==> src/design/dff_pkg.sv <==
// Shared constants and carrier types for the dual flagged FIFO block.
`default_nettype none
package dff_pkg;
	localparam int DATA_W = 36;
	localparam int FIFO_DEPTH = 32;
	localparam int CNT_W = 6;
	localparam int BYTE_W = 9;
	localparam int WORD_W = 18;
	localparam int ADDR_W = 8;
	localparam logic [2:0] LANES_LONG = 3'h1;
	localparam logic [2:0] LANES_WORD = 3'h2;
	localparam logic [2:0] LANES_BYTE = 3'h4;
	localparam logic [7:0] ADDR_AB_AE_OFS = 8'h00;
	localparam logic [7:0] ADDR_BA_AE_OFS = 8'h04;
	localparam logic [7:0] ADDR_AB_AF_OFS = 8'h08;
	localparam logic [7:0] ADDR_BA_AF_OFS = 8'h0c;
	localparam logic [7:0] ADDR_STATUS = 8'h10;
	localparam logic [CNT_W-1:0] OFS_RESET = 6'h08;
	localparam logic [1:0] CAPTURE_CYCLES = 2'h3;
	localparam int ST_AB_COUNT_LSB = 0;
	localparam int ST_BA_COUNT_LSB = 8;
	localparam int ST_BIG_ENDIAN = 16;
	localparam int ST_FALL_THROUGH = 17;
	localparam int ST_NARROW = 18;
	localparam int ST_BYTE_SIZE = 19;
	localparam int ST_CAPTURED = 20;
	localparam logic [1:0] HTRANS_NONSEQ_BIT = 2'h2;
	typedef struct packed {
		logic enable;
		logic select_n;
		logic write;
	} dff_port_ctl_type;
endpackage
`default_nettype wire

==> src/design/dff_top.sv <==
// Bidirectional queue pair with almost flags, side-B bus sizing and an AHB-Lite register slave.
// Notes on behaviour
// - Side A has a 36-bit two-way data port.
// - Side B 36-bit port, width narrowed by sizing.
// - Side A almost-empty low at low fill.
// - Side B almost-empty low at low fill.
// - Side A almost-full low when little room.
// - Side B almost-full low when little room.
// - Endian pin high at reset: big-endian.
// - Endian pin low at reset: little-endian.
// - After reset the pin selects timing mode.
// - Narrow enable low gives long word width.
// - Side A transfers timed by hclk.
// - Side A flags change only on clock edges.
// - A-to-B is first queue, B-to-A second.
// - Select low to transfer, else outputs off.
`default_nettype none

module dff_queue #(
	parameter int WIDTH = 36,
	parameter int DEPTH = 32,
	parameter int CW = 6
) (
	input wire logic clk,
	input wire logic rst_n,
	input wire logic in_valid,
	output logic in_ready,
	input wire logic [WIDTH-1:0] in_data,
	output logic out_valid,
	input wire logic out_ready,
	output logic [WIDTH-1:0] out_data,
	output logic [CW-1:0] count
);
	localparam int AW = $clog2(DEPTH);
	logic [WIDTH-1:0] mem_r [DEPTH];
	logic [AW-1:0] wr_ptr_r;
	logic [AW-1:0] rd_ptr_r;
	logic [CW-1:0] count_r;
	logic push;
	logic pop;

	assign in_ready = count_r != CW'(DEPTH);
	assign out_valid = count_r != '0;
	assign out_data = mem_r[rd_ptr_r];
	assign count = count_r;
	assign push = in_valid & in_ready;
	assign pop = out_valid & out_ready;

	always_ff @(posedge clk) begin
		if (push) begin
			mem_r[wr_ptr_r] <= in_data;
		end
	end

	always_ff @(posedge clk or negedge rst_n) begin
		if (!rst_n) begin
			wr_ptr_r <= '0;
			rd_ptr_r <= '0;
			count_r <= '0;
		end else begin
			if (push) begin
				wr_ptr_r <= (wr_ptr_r == AW'(DEPTH - 1)) ? '0 : wr_ptr_r + 1'b1;
			end
			if (pop) begin
				rd_ptr_r <= (rd_ptr_r == AW'(DEPTH - 1)) ? '0 : rd_ptr_r + 1'b1;
			end
			if (push && !pop) begin
				count_r <= count_r + 1'b1;
			end else if (pop && !push) begin
				count_r <= count_r - 1'b1;
			end
		end
	end
endmodule

module dff_top
	import dff_pkg::*;
#(
	parameter int DEPTH = FIFO_DEPTH
) (
	input wire logic hclk,
	input wire logic hresetn,
	input wire logic hsel,
	input wire logic [31:0] haddr,
	input wire logic [1:0] htrans,
	input wire logic hwrite,
	input wire logic [2:0] hsize,
	input wire logic [31:0] hwdata,
	input wire logic hready,
	output logic hreadyout,
	output logic hresp,
	output logic [31:0] hrdata,
	input wire dff_port_ctl_type side_a_ctl,
	input wire logic [DATA_W-1:0] side_a_data_bus_in,
	output logic [DATA_W-1:0] side_a_data_bus_out,
	output logic side_a_data_bus_oe_n,
	input wire dff_port_ctl_type side_b_ctl,
	input wire logic [DATA_W-1:0] side_b_data_bus_in,
	output logic [DATA_W-1:0] side_b_data_bus_out,
	output logic side_b_data_bus_oe_n,
	input wire logic endian_timing_select,
	input wire logic narrow_bus_enable,
	input wire logic size_select,
	output logic side_a_almost_empty_n,
	output logic side_a_almost_full_n,
	output logic side_b_almost_empty_n,
	output logic side_b_almost_full_n
);
	localparam int SYNC_W = 2 * DATA_W + 9;

	logic [SYNC_W-1:0] sync1_r;
	logic [SYNC_W-1:0] sync2_r;
	dff_port_ctl_type a_ctl_s;
	dff_port_ctl_type b_ctl_s;
	logic [DATA_W-1:0] a_din_s;
	logic [DATA_W-1:0] b_din_s;
	logic endian_s;
	logic narrow_s;
	logic size_s;

	logic [1:0] cfg_cnt_r;
	logic big_endian_r;
	logic fall_through_mode;
	logic captured;

	logic [CNT_W-1:0] a_to_b_almost_empty_offset_r;
	logic [CNT_W-1:0] b_to_a_almost_empty_offset_r;
	logic [CNT_W-1:0] a_to_b_almost_full_offset_r;
	logic [CNT_W-1:0] b_to_a_almost_full_offset_r;

	logic ab_in_ready;
	logic ab_out_valid;
	logic ab_out_ready;
	logic [DATA_W-1:0] ab_out_data;
	logic [CNT_W-1:0] ab_count;
	logic ba_in_valid;
	logic ba_in_ready;
	logic ba_out_valid;
	logic ba_out_ready;
	logic [DATA_W-1:0] ba_in_data;
	logic [DATA_W-1:0] ba_out_data;
	logic [CNT_W-1:0] ba_count;

	logic a_xfer;
	logic a_read;
	logic b_xfer;
	logic b_read;
	logic b_write;
	logic [2:0] b_lanes;
	logic [1:0] b_rd_idx_r;
	logic [1:0] b_wr_idx_r;
	logic b_rd_last;
	logic b_wr_last;
	logic [DATA_W-1:0] b_asm_r;
	logic [DATA_W-1:0] a_out_r;
	logic a_oe_n_r;
	logic [DATA_W-1:0] b_out_r;
	logic b_oe_n_r;
	logic ae_a_r;
	logic af_a_r;
	logic ae_b_r;
	logic af_b_r;

	logic wr_pend_r;
	logic [ADDR_W-1:0] wr_addr_r;
	logic [31:0] hrdata_r;
	logic hreadyout_r;
	logic addr_phase;

	function automatic logic [1:0] lane_of(input logic [1:0] idx, input logic [2:0] lanes, input logic big);
		lane_of = big ? 2'(lanes - 3'h1 - {1'b0, idx}) : idx;
	endfunction

	function automatic logic [DATA_W-1:0] piece_get(input logic [DATA_W-1:0] w, input logic [1:0] lane,
			input logic [2:0] lanes);
		piece_get = w;
		if (lanes == LANES_BYTE) begin
			piece_get = {{(DATA_W - BYTE_W){1'b0}}, w[int'(lane) * BYTE_W +: BYTE_W]};
		end else if (lanes == LANES_WORD) begin
			piece_get = {{(DATA_W - WORD_W){1'b0}}, w[int'(lane[0]) * WORD_W +: WORD_W]};
		end
	endfunction

	function automatic logic [DATA_W-1:0] piece_put(input logic [DATA_W-1:0] w, input logic [DATA_W-1:0] p,
			input logic [1:0] lane, input logic [2:0] lanes);
		piece_put = p;
		if (lanes == LANES_BYTE) begin
			piece_put = w;
			piece_put[int'(lane) * BYTE_W +: BYTE_W] = p[BYTE_W-1:0];
		end else if (lanes == LANES_WORD) begin
			piece_put = w;
			piece_put[int'(lane[0]) * WORD_W +: WORD_W] = p[WORD_W-1:0];
		end
	endfunction

	// Every pin input is resynchronised, so a transfer acts on the third edge after the pins present it.
	always_ff @(posedge hclk or negedge hresetn) begin
		if (!hresetn) begin
			sync1_r <= '0;
			sync2_r <= '0;
		end else begin
			sync1_r <= {side_a_ctl, side_a_data_bus_in, side_b_ctl, side_b_data_bus_in,
				endian_timing_select, narrow_bus_enable, size_select};
			sync2_r <= sync1_r;
		end
	end

	assign {a_ctl_s, a_din_s, b_ctl_s, b_din_s, endian_s, narrow_s, size_s} = sync2_r;

	// The endian level is caught once the synchroniser holds post-reset values, then frozen.
	always_ff @(posedge hclk or negedge hresetn) begin
		if (!hresetn) begin
			cfg_cnt_r <= '0;
			big_endian_r <= 1'b0;
		end else if (!captured) begin
			cfg_cnt_r <= cfg_cnt_r + 1'b1;
			big_endian_r <= endian_s;
		end
	end

	assign captured = cfg_cnt_r == CAPTURE_CYCLES;
	assign fall_through_mode = captured & ~endian_s;
	assign b_lanes = !narrow_s ? LANES_LONG : (size_s ? LANES_BYTE : LANES_WORD);

	dff_queue #(
		.WIDTH(DATA_W),
		.DEPTH(DEPTH),
		.CW(CNT_W)
	) a_to_b_queue (
		.clk(hclk),
		.rst_n(hresetn),
		.in_valid(a_xfer & a_ctl_s.write),
		.in_ready(ab_in_ready),
		.in_data(a_din_s),
		.out_valid(ab_out_valid),
		.out_ready(ab_out_ready),
		.out_data(ab_out_data),
		.count(ab_count)
	);

	dff_queue #(
		.WIDTH(DATA_W),
		.DEPTH(DEPTH),
		.CW(CNT_W)
	) b_to_a_queue (
		.clk(hclk),
		.rst_n(hresetn),
		.in_valid(ba_in_valid),
		.in_ready(ba_in_ready),
		.in_data(ba_in_data),
		.out_valid(ba_out_valid),
		.out_ready(ba_out_ready),
		.out_data(ba_out_data),
		.count(ba_count)
	);

	// Side A: a write into a full queue and a read of an empty one are both dropped.
	assign a_xfer = captured & ~a_ctl_s.select_n & a_ctl_s.enable;
	assign a_read = a_xfer & ~a_ctl_s.write;
	assign ba_out_ready = a_read;

	always_ff @(posedge hclk or negedge hresetn) begin
		if (!hresetn) begin
			a_out_r <= '0;
			a_oe_n_r <= 1'b1;
		end else begin
			// The synchroniser resets to a selected read, so the drivers stay off until capture.
			a_oe_n_r <= ~captured | a_ctl_s.select_n | a_ctl_s.write;
			if (fall_through_mode ? ba_out_valid : (a_read & ba_out_valid)) begin
				a_out_r <= ba_out_data;
			end
		end
	end

	// Side B moves one lane per transfer; the queue word is popped or pushed on the last lane.
	assign b_xfer = captured & ~b_ctl_s.select_n & b_ctl_s.enable;
	assign b_read = b_xfer & ~b_ctl_s.write & ab_out_valid;
	assign b_write = b_xfer & b_ctl_s.write & ba_in_ready;
	assign b_rd_last = {1'b0, b_rd_idx_r} == b_lanes - 3'h1;
	assign b_wr_last = {1'b0, b_wr_idx_r} == b_lanes - 3'h1;
	assign ab_out_ready = b_read & b_rd_last;
	assign ba_in_valid = b_write & b_wr_last;
	assign ba_in_data = piece_put(b_asm_r, b_din_s, lane_of(b_wr_idx_r, b_lanes, big_endian_r), b_lanes);

	always_ff @(posedge hclk or negedge hresetn) begin
		if (!hresetn) begin
			b_rd_idx_r <= '0;
			b_out_r <= '0;
			b_oe_n_r <= 1'b1;
		end else begin
			b_oe_n_r <= ~captured | b_ctl_s.select_n | b_ctl_s.write;
			if (b_read) begin
				b_rd_idx_r <= b_rd_last ? 2'h0 : b_rd_idx_r + 1'b1;
			end
			if (fall_through_mode ? ab_out_valid : b_read) begin
				b_out_r <= piece_get(ab_out_data, lane_of(b_rd_idx_r, b_lanes, big_endian_r), b_lanes);
			end
		end
	end

	always_ff @(posedge hclk or negedge hresetn) begin
		if (!hresetn) begin
			b_wr_idx_r <= '0;
			b_asm_r <= '0;
		end else if (b_write) begin
			b_wr_idx_r <= b_wr_last ? 2'h0 : b_wr_idx_r + 1'b1;
			b_asm_r <= b_wr_last ? '0 : ba_in_data;
		end
	end

	// Flags are compared against the live counts and registered, so they trail the queue by one edge.
	always_ff @(posedge hclk or negedge hresetn) begin
		if (!hresetn) begin
			ae_a_r <= 1'b0;
			af_a_r <= 1'b1;
			ae_b_r <= 1'b0;
			af_b_r <= 1'b1;
		end else begin
			ae_a_r <= ~(ba_count <= b_to_a_almost_empty_offset_r);
			ae_b_r <= ~(ab_count <= a_to_b_almost_empty_offset_r);
			af_a_r <= ~((CNT_W'(DEPTH) - ab_count) <= a_to_b_almost_full_offset_r);
			af_b_r <= ~((CNT_W'(DEPTH) - ba_count) <= b_to_a_almost_full_offset_r);
		end
	end

	// AHB-Lite slave with no wait states; reads are sampled at the address phase.
	assign addr_phase = hsel & hready & ((htrans & HTRANS_NONSEQ_BIT) != 2'h0);

	always_ff @(posedge hclk or negedge hresetn) begin
		if (!hresetn) begin
			wr_pend_r <= 1'b0;
			wr_addr_r <= '0;
			hrdata_r <= '0;
			hreadyout_r <= 1'b1;
		end else begin
			hreadyout_r <= 1'b1;
			wr_pend_r <= addr_phase & hwrite;
			wr_addr_r <= haddr[ADDR_W-1:0];
			if (addr_phase && !hwrite) begin
				hrdata_r <= '0;
				unique case (haddr[ADDR_W-1:0])
					ADDR_AB_AE_OFS: hrdata_r[CNT_W-1:0] <= a_to_b_almost_empty_offset_r;
					ADDR_BA_AE_OFS: hrdata_r[CNT_W-1:0] <= b_to_a_almost_empty_offset_r;
					ADDR_AB_AF_OFS: hrdata_r[CNT_W-1:0] <= a_to_b_almost_full_offset_r;
					ADDR_BA_AF_OFS: hrdata_r[CNT_W-1:0] <= b_to_a_almost_full_offset_r;
					ADDR_STATUS: begin
						hrdata_r[ST_AB_COUNT_LSB +: CNT_W] <= ab_count;
						hrdata_r[ST_BA_COUNT_LSB +: CNT_W] <= ba_count;
						hrdata_r[ST_BIG_ENDIAN] <= big_endian_r;
						hrdata_r[ST_FALL_THROUGH] <= fall_through_mode;
						hrdata_r[ST_NARROW] <= narrow_s;
						hrdata_r[ST_BYTE_SIZE] <= size_s;
						hrdata_r[ST_CAPTURED] <= captured;
					end
					default: hrdata_r <= '0;
				endcase
			end
		end
	end

	always_ff @(posedge hclk or negedge hresetn) begin
		if (!hresetn) begin
			a_to_b_almost_empty_offset_r <= OFS_RESET;
			b_to_a_almost_empty_offset_r <= OFS_RESET;
			a_to_b_almost_full_offset_r <= OFS_RESET;
			b_to_a_almost_full_offset_r <= OFS_RESET;
		end else if (wr_pend_r) begin
			unique case (wr_addr_r)
				ADDR_AB_AE_OFS: a_to_b_almost_empty_offset_r <= hwdata[CNT_W-1:0];
				ADDR_BA_AE_OFS: b_to_a_almost_empty_offset_r <= hwdata[CNT_W-1:0];
				ADDR_AB_AF_OFS: a_to_b_almost_full_offset_r <= hwdata[CNT_W-1:0];
				ADDR_BA_AF_OFS: b_to_a_almost_full_offset_r <= hwdata[CNT_W-1:0];
				default: ;
			endcase
		end
	end

	assign hreadyout = hreadyout_r;
	assign hresp = 1'b0;
	assign hrdata = hrdata_r;
	assign side_a_data_bus_out = a_out_r;
	assign side_a_data_bus_oe_n = a_oe_n_r;
	assign side_b_data_bus_out = b_out_r;
	assign side_b_data_bus_oe_n = b_oe_n_r;
	assign side_a_almost_empty_n = ae_a_r;
	assign side_a_almost_full_n = af_a_r;
	assign side_b_almost_empty_n = ae_b_r;
	assign side_b_almost_full_n = af_b_r;
endmodule
`default_nettype wire

==> config.mk <==
export PLATFORM = sky130hd
export DESIGN_NAME = dff_top
export DESIGN_NICKNAME = d
export VERILOG_FILES = /design/src/design/dff_pkg.sv /design/src/design/dff_top.sv
export SDC_FILE = /design/constraint.sdc
export NUM_CORES = 2
export LEC_CHECK = 0
export BUFFER_PORTS_ARGS = -buffer_cell sky130_fd_sc_hd__buf_4
export CAP_MARGIN = 20
export CORE_UTILIZATION = 62
export CTS_CLUSTER_DIAMETER = 40
export DETAILED_ROUTE_END_ITERATION = 10
export PLACE_DENSITY = 0.77
export RECOVER_POWER = 25
export SYNTH_ARGS = -nofsm -noshare
export SYNTH_HDL_FRONTEND = slang
export SYNTH_SLANG_ARGS = --single-unit
export TNS_END_PERCENT = 10
==> constraint.sdc <==
create_clock -name hclk -period 6.75 [get_ports hclk]
set_input_delay 1.0125 -clock hclk [delete_from_list [all_inputs] [get_ports hclk]]
set_output_delay 1.0125 -clock hclk [all_outputs]
set_load 0.005 [all_outputs]
[Yosys cells after proc, flatten, opt, wreduce, memory -nomap -nowiden]
Memory sizes are Yosys's and may differ from the RTL's. A register that Yosys moved wholly into a read port is not among the register bits.
Cells that the tools add are included.
Word-level totals
  flip-flop bits (word level): 329
  memory bits (writable): 2304
  word-level logic and storage cells: 164
  memories kept: 2
Memory list
  a_to_b_queue.mem_r: depth 32, width 36, read ports 1, clocked after memory_dff 0, write ports 1, RTL line dff_top.sv:35  | logic [WIDTH-1:0] mem_r [DEPTH];
  b_to_a_queue.mem_r: depth 32, width 36, read ports 1, clocked after memory_dff 1, write ports 1, RTL line dff_top.sv:35
Cells by class
  $add $sub $neg: 18
  $mul: 4
  $lt $le $gt $ge: 4
  eq/ne operators: 18
  shifts and indexed selects: 6
  muxes and demuxes: 30
  bitwise logic cells: 34
  reduce and logical (&&, ||, !) cells: 21
Operators by type and width (count)
  2-to-1 mux 36 bit: 5
  bitwise mux 36 bit: 2
  negator 6 -> 33 bit: 2
  variable shift 18 x 33 -> 36 bit, first input constant: 1
  variable shift 9 x 33 -> 36 bit, first input constant: 1
  variable part select 18 x 33 -> 36 bit: 1
  variable part select 36 x 7 -> 18 bit: 1
  variable part select 36 x 7 -> 9 bit: 1
  variable part select 9 x 33 -> 36 bit: 1
  == test 8 x 4 -> 1 bit, second input constant: 4
  2-to-1 mux 6 bit: 5
  one-hot mux 6 bit (5 select lines): 1
  2-to-1 mux 5 bit: 5
  <= comparator 6 bit: 4
  adder 5 x 1 -> 5 bit, second input constant: 4
  bitwise AND 1 bit: 20
  == test 5 bit, second input constant: 4
  == test 8 x 3 -> 1 bit, second input constant: 2
  logical NOT 8 bit: 2
  adder 6 x 1 -> 6 bit, second input constant: 2
  multiplier 2 x 4 -> 6 bit, second input constant: 2
  != test 6 bit, second input constant: 2
  nonzero test 6 bit: 2
  subtractor 6 x 1 -> 6 bit, second input constant: 2
  19 further kinds: 59

[Logic depth before layout (Yosys ltp)]
  depth in word-level cells: 12
  depth in mapped cells: 18
  mapped depth without buffers: 17

[Cells and area by module]
Synthesis repeated with hierarchy kept, for this count alone.
Unflattened totals
  cell total of the unflattened synthesis: 5106
  area, all modules: 102579.6 um^2
Modules (own cells, without submodules)
  dff_queue (b_to_a_queue): times used 1, cells an instance 2033, area each 44576.5 um^2
  dff_queue (a_to_b_queue): times used 1, cells an instance 2033, area each 44574.0 um^2
  dff_top: times used 1, cells an instance 1040, area each 13429.1 um^2

[Least setup slack after synthesis]
No wires, ideal clock.
  path type: register -> register
  from: register sync2_r[1]
  to: memory b_to_a_queue.mem_r[0][26] (data pin)
  setup time: 478 ps
  arrival time: 4337 ps
  data required time: 6272 ps
  slack: 1935 ps
  cell stages (with the launch flop): 13
  path buffers: 4
  clock period less this slack: 4815 ps
  path through: dfrtp_1 > clkbuf_1 > inv_1 > clkbuf_1 > ha_1 > mux2_2 > buf_1 > ha_1 > nor2_1 > and3_1 > clkbuf_1 > a221oi_1 > o31ai_1
On the way
  word-level cells in the longest chain between the ends: 10
  elaborated cells between the ends (all ways): 18
Ends and longest elaborated chain
  start: declaration: RTL line dff_top.sv:112  | logic [SYNC_W-1:0] sync2_r;
  start signal: assignment: RTL line dff_top.sv:204  | sync2_r <= sync1_r;
  2-to-1 mux 3 bit *: RTL line dff_top.sv:223  | assign b_lanes = !narrow_s ? LANES_LONG : (size_s ? LANES_BYTE : LANES_WORD);
  subtractor 3 x 1 -> 3 bit: RTL line dff_top.sv:171  | lane_of = big ? 2'(lanes - 3'h1 - {1'b0, idx}) : idx;
  subtractor 2 bit: RTL line dff_top.sv:171
  2-to-1 mux 2 bit: RTL line dff_top.sv:171
  multiplier 1 x 4 -> 5 bit: RTL line dff_top.sv:192  | piece_put[int'(lane[0]) * WORD_W +: WORD_W] = p[WORD_W-1:0];
  negator 6 -> 33 bit: RTL line dff_top.sv:192
  variable part select 18 x 33 -> 36 bit or variable shift 18 x 33 -> 36 bit (tied branches): RTL line dff_top.sv:192
  bitwise mux 36 bit: RTL line dff_top.sv:192
  2-to-1 mux 36 bit: RTL line dff_top.sv:190  | end else if (lanes == LANES_WORD) begin
  2-to-1 mux 36 bit *: RTL line dff_top.sv:187  | if (lanes == LANES_BYTE) begin
  named net b_to_a_queue.in_data[26]: RTL line dff_top.sv:28  | input wire logic [WIDTH-1:0] in_data,
  end: declaration: RTL line dff_top.sv:35
The timed path passes the listed nets; every way through them passes the cells marked *.

[Worst setup path after layout]
  from: register sync2_r[1]
  to: memory b_to_a_queue.mem_r[13][12] (data pin)
Same word-level chain as after synthesis.

==> metrics.log <==
[metrics] status: finished with violations
[metrics] violated checks: max-capacitance violations, max-slew violations
[metrics] clock transition at the registers of the reported paths: 0.06 ns
[metrics] post-route cell area: 118000 µm²
[metrics] flop2flop setup slack: 1.86 ns
[metrics] Syn Inst Count: 4831
[metrics] Post-Place Cell Area: 107000 µm²
[metrics] Max-slew headroom: -194%
[metrics] final wirelength: 263000 µm
[metrics] sequential area share after synthesis: 76.6%
[metrics] FFs w/ async S/R, synth: 13.7%
[metrics] final period demand of the worst path: 4.89 ns
[metrics] CTS H-tree lvls: 5
[metrics] kind of critical path: reg2reg
[metrics] Total Die Area: 166000 µm²
[metrics] pin slew with the least headroom to its limit: 4.41 ns
[metrics] kind of launch point of the worst setup path: flop
[metrics] maximum operating frequency: 0.204 GHz
[metrics] Syn Area/Cell: 21.2 µm²
[metrics] worst hold path depth: 1
[metrics] number of synthesized flops with an enable pin: 2304
[metrics] count of hold-fix buffers inserted at cts: 0
[metrics] kind of capture point of the worst setup path: flop
[metrics] data required time of the worst path: 7.20 ns
[metrics] switch share: 28.4%
[metrics] GRT overflow: 0
[metrics] class of the tightest hold or removal check: in2reg
[metrics] period utilisation layout: 72.5%
[metrics] post-DR wirelength/cell: 34.3 µm
[metrics] initial antenna violation count: 8
[metrics] Worst Hold Margin: 0.188 ns
[metrics] number of flip-flops and latches in the synthesized netlist: 2669
[metrics] number of DRC violations after detailed routing: 0
[metrics] Clock Latency Late Sink: 0.96 ns
[metrics] combinational fraction of design power: 21.7%
[metrics] commonest non-fill, non-tap cell in the layout: edfxtp_1
[metrics] layout overhead on the synthesized area: 15.0%
[metrics] hold wc startpoint: side_a_data_bus_in[25]
[metrics] Synth cell types: 69
[metrics] routed via count: 52700
[metrics] Final Max Tran Viols: 67
[metrics] Yosys top cell by area: edfxtp_1
[metrics] post-DP HPWL: 138000 µm
[metrics] count of input and output buffers: 195
[metrics] Seq pwr share: 42.5%
[metrics] number of global-route vias before repair: 53900
[metrics] endpoint of the worst hold path: sync1_r[67]
[metrics] maximum resistive drop on vdd: 0.000380 V
[metrics] placer's final routability congestion estimate: 0.871
[metrics] die boundary width: 408 µm
[metrics] maximum fanout along the worst path: 32
[metrics] count of endpoints failing setup in the final report: 0
[metrics] post-CTS repair timing setup buffer count: 0
[metrics] total net switching power: 13300 µW
[metrics] first-pass GRT wire length: 377000 µm
[metrics] total number of placement rows: 148
[metrics] post-synthesis adder-cell area fraction: 0.761%
[metrics] number of instances resized during post-cts repair: 0
[metrics] simple-gate portion of the synthesized area: 2.02%
[metrics] Initial Utilization: 62.6%
[metrics] area of the mapped netlist: 102000 µm²
[metrics] Net count, final: 5461
[metrics] fin cells: 7662
[metrics] remaining antenna violation count after routing: 0
[metrics] internal power: 33700 µW
[metrics] worst setup skew after layout: 0.0776 ns
[metrics] aggregate global-route resource usage: 31.9%
[metrics] fraction of synthesized cell area taken by the top area cell type: 67.7%
[metrics] Yosys Warn Count: 0
[metrics] cell at the root of the clock tree: clkbuf_16
[metrics] main combinational cell family by area after synthesis: multiplexers
[metrics] reg-to-reg startpoint: sync2_r[1]
[metrics] Core Area: 163000 µm²
[metrics] mux cell area share after synthesis: 15.8%
[metrics] worst reg2reg endpoint: b_to_a_queue.mem_r[13][12]
[metrics] standby leakage power: 0.0394 µW
[metrics] clock buffer depth: 4
[metrics] overall die height: 408 µm
[metrics] Clock Sinks: 2669
[metrics] synthesized-area fraction occupied by ao, oa, aoi and oai cells: 3.06%
[metrics] clock tree from TritonCTS: built
[metrics] overall power after layout: 47000 µW
[metrics] maximum number of pins on one net before global-route repair: 143
[metrics] unrepaired setup endpoints after global routing: false
[metrics] relative contribution of the clock network to total power: 35.7%
[metrics] highest-count cells in the layout ignoring fill and taps: edfxtp_1 (2304), mux4_2 (611), dfrtp_1 (348)
[metrics] post-route setup TNS: 0 ns
[metrics] worst path arrival time: 5.34 ns
[metrics] synthesized-area fraction occupied by xor and xnor cells: 0.231%
[metrics] number of placed I/O pins: 267
[metrics] leading cell types by total area after synthesis: edfxtp_1 (68%), mux4_2 (13%), dfrtp_1 (8.7%)
[metrics] 1st-pass router iterations: 6
[metrics] Placed Cells: 7094
[metrics] Most used DFF post-synth: edfxtp_1
[metrics] proportion of layout cells with a drive suffix above 1: 28.5%
[metrics] max capacitance violation total: 1
[metrics] worst r2r path cells: 9
[metrics] Iteration-0 DRC Markers: 7600
[metrics] Final Hold Vio Count: 0
[metrics] routed vias/inst: 6.88
[metrics] power density normalized to cell area: 400 nW/µm²
[metrics] Inserted Clock Buffers: 315
synth_stat cells (all sizes together), types with 21 or more instances:
| cell type | number |
|---|---|
| clkbuf | 133 |
| o221ai | 72 |
| mux2 | 33 |
| a22o | 38 |
| a211oi | 21 |
| mux4 | 611 |
| dfrtp | 357 |
| buf | 129 |
| a21oi | 58 |
| nand3 | 25 |
| xnor2 | 21 |
| o22ai | 44 |
| nor2 | 134 |
| edfxtp | 2304 |
| ha | 59 |
| o21ai | 107 |
| inv | 53 |
| nor3 | 49 |
| mux2i | 206 |
| nand2 | 165 |
per-stage QoR:
step	setup WS, ns	utilization (%)
final	1.86	72.0
after global routing	1.14	72.0
after CTS	1.95	72.0
after detailed placement	1.98	65.7
after global placement	2.15	65.6
after floorplan	1.93	-
power groups by stage:
stage	registers, µW	clock network (µW)	logic, µW
2_1_floorplan	19700	0	7260
3_3_place_gp	20300	0	9710
3_5_place_dp	20300	0	9880
4_1_cts	20000	16800	10100
5_1_grt	20100	17500	10800
6_report	20000	16800	10200
worst max-delay path by stage:
stage / startpoint / to / cells after the start
finish: sync2_r[1] / b_to_a_queue.mem_r[13][12] / 9
global route: hresetn / b_to_a_queue.rd_ptr_r[0] / 1
CTS: sync2_r[1] / b_to_a_queue.mem_r[13][12] / 9
detailed placement: sync2_r[1] / b_to_a_queue.mem_r[15][12] / 9
global placement: b_to_a_queue.count[0] / b_to_a_queue.mem_r[21][17] / 11
floorplan: sync2_r[1] / b_to_a_queue.mem_r[0][26] / 12
flip-flops by register name, indices dropped and copies added (netlist names), 6 cells and up:
name	cells
a_to_b_almost_empty_offset_r	6
a_to_b_almost_full_offset_r	6
a_to_b_queue.count	6
a_to_b_queue.mem_r	1152
b_asm_r	36
b_to_a_almost_empty_offset_r	6
b_to_a_almost_full_offset_r	6
b_to_a_queue.count	6
b_to_a_queue.mem_r	1152
hrdata	17
side_a_data_bus_out	36
side_b_data_bus_out	36
sync1_r	81
sync2_r	81
wr_addr_r	8
cells by family (layout without fill, tap and decap cells):
logic type,count (synthesis),count (layout)
adder cells (fa/ha/maj),61,61
AO/OA/AOI/OAI,449,449
AND/OR/NAND/NOR,456,456
buffers and inverters,317,956
XOR/XNOR,27,27
other,2,19
flip-flops,2669,2669
multiplexers,850,850
cell type report:
type / instances / area (µm²)
antenna: 2 / 5.00
clock buffer: 385 / 8490
clock inverter: 172 / 1770
fill: 8845 / 45600
inverter: 55 / 209
multi-input combinational: 1860 / 23100
sequential: 2669 / 78400
tap: 2175 / 2720
timing repair buffer: 344 / 2840
critical path, cell delays in order (launching register included):
cell	delay [ns]
dfrtp_1	0.33
buf_4	0.26
inv_1	0.10
ha_1	0.34
mux2_2	0.66
inv_1	0.21
o21ai_1	0.68
a21oi_1	0.35
a222oi_1	0.76
inv_1	0.67
routing by layer:
| layer | up-vias | share of wire (%) | wire (µm) | global-route usage [%] |
|---|---|---|---|---|
| li1 | 20800 | - | - | - |
| met1 | 27400 | 34 | 90500 | 41.5 |
| met2 | 3701 | 49 | 129000 | 51.3 |
| met3 | 802 | 12 | 30700 | 8.45 |
| met4 | 8 | 4.9 | 12800 | 13.8 |
| met5 | - | 0.018 | 48 | 0 |
Power figures use the tool's default switching activity.
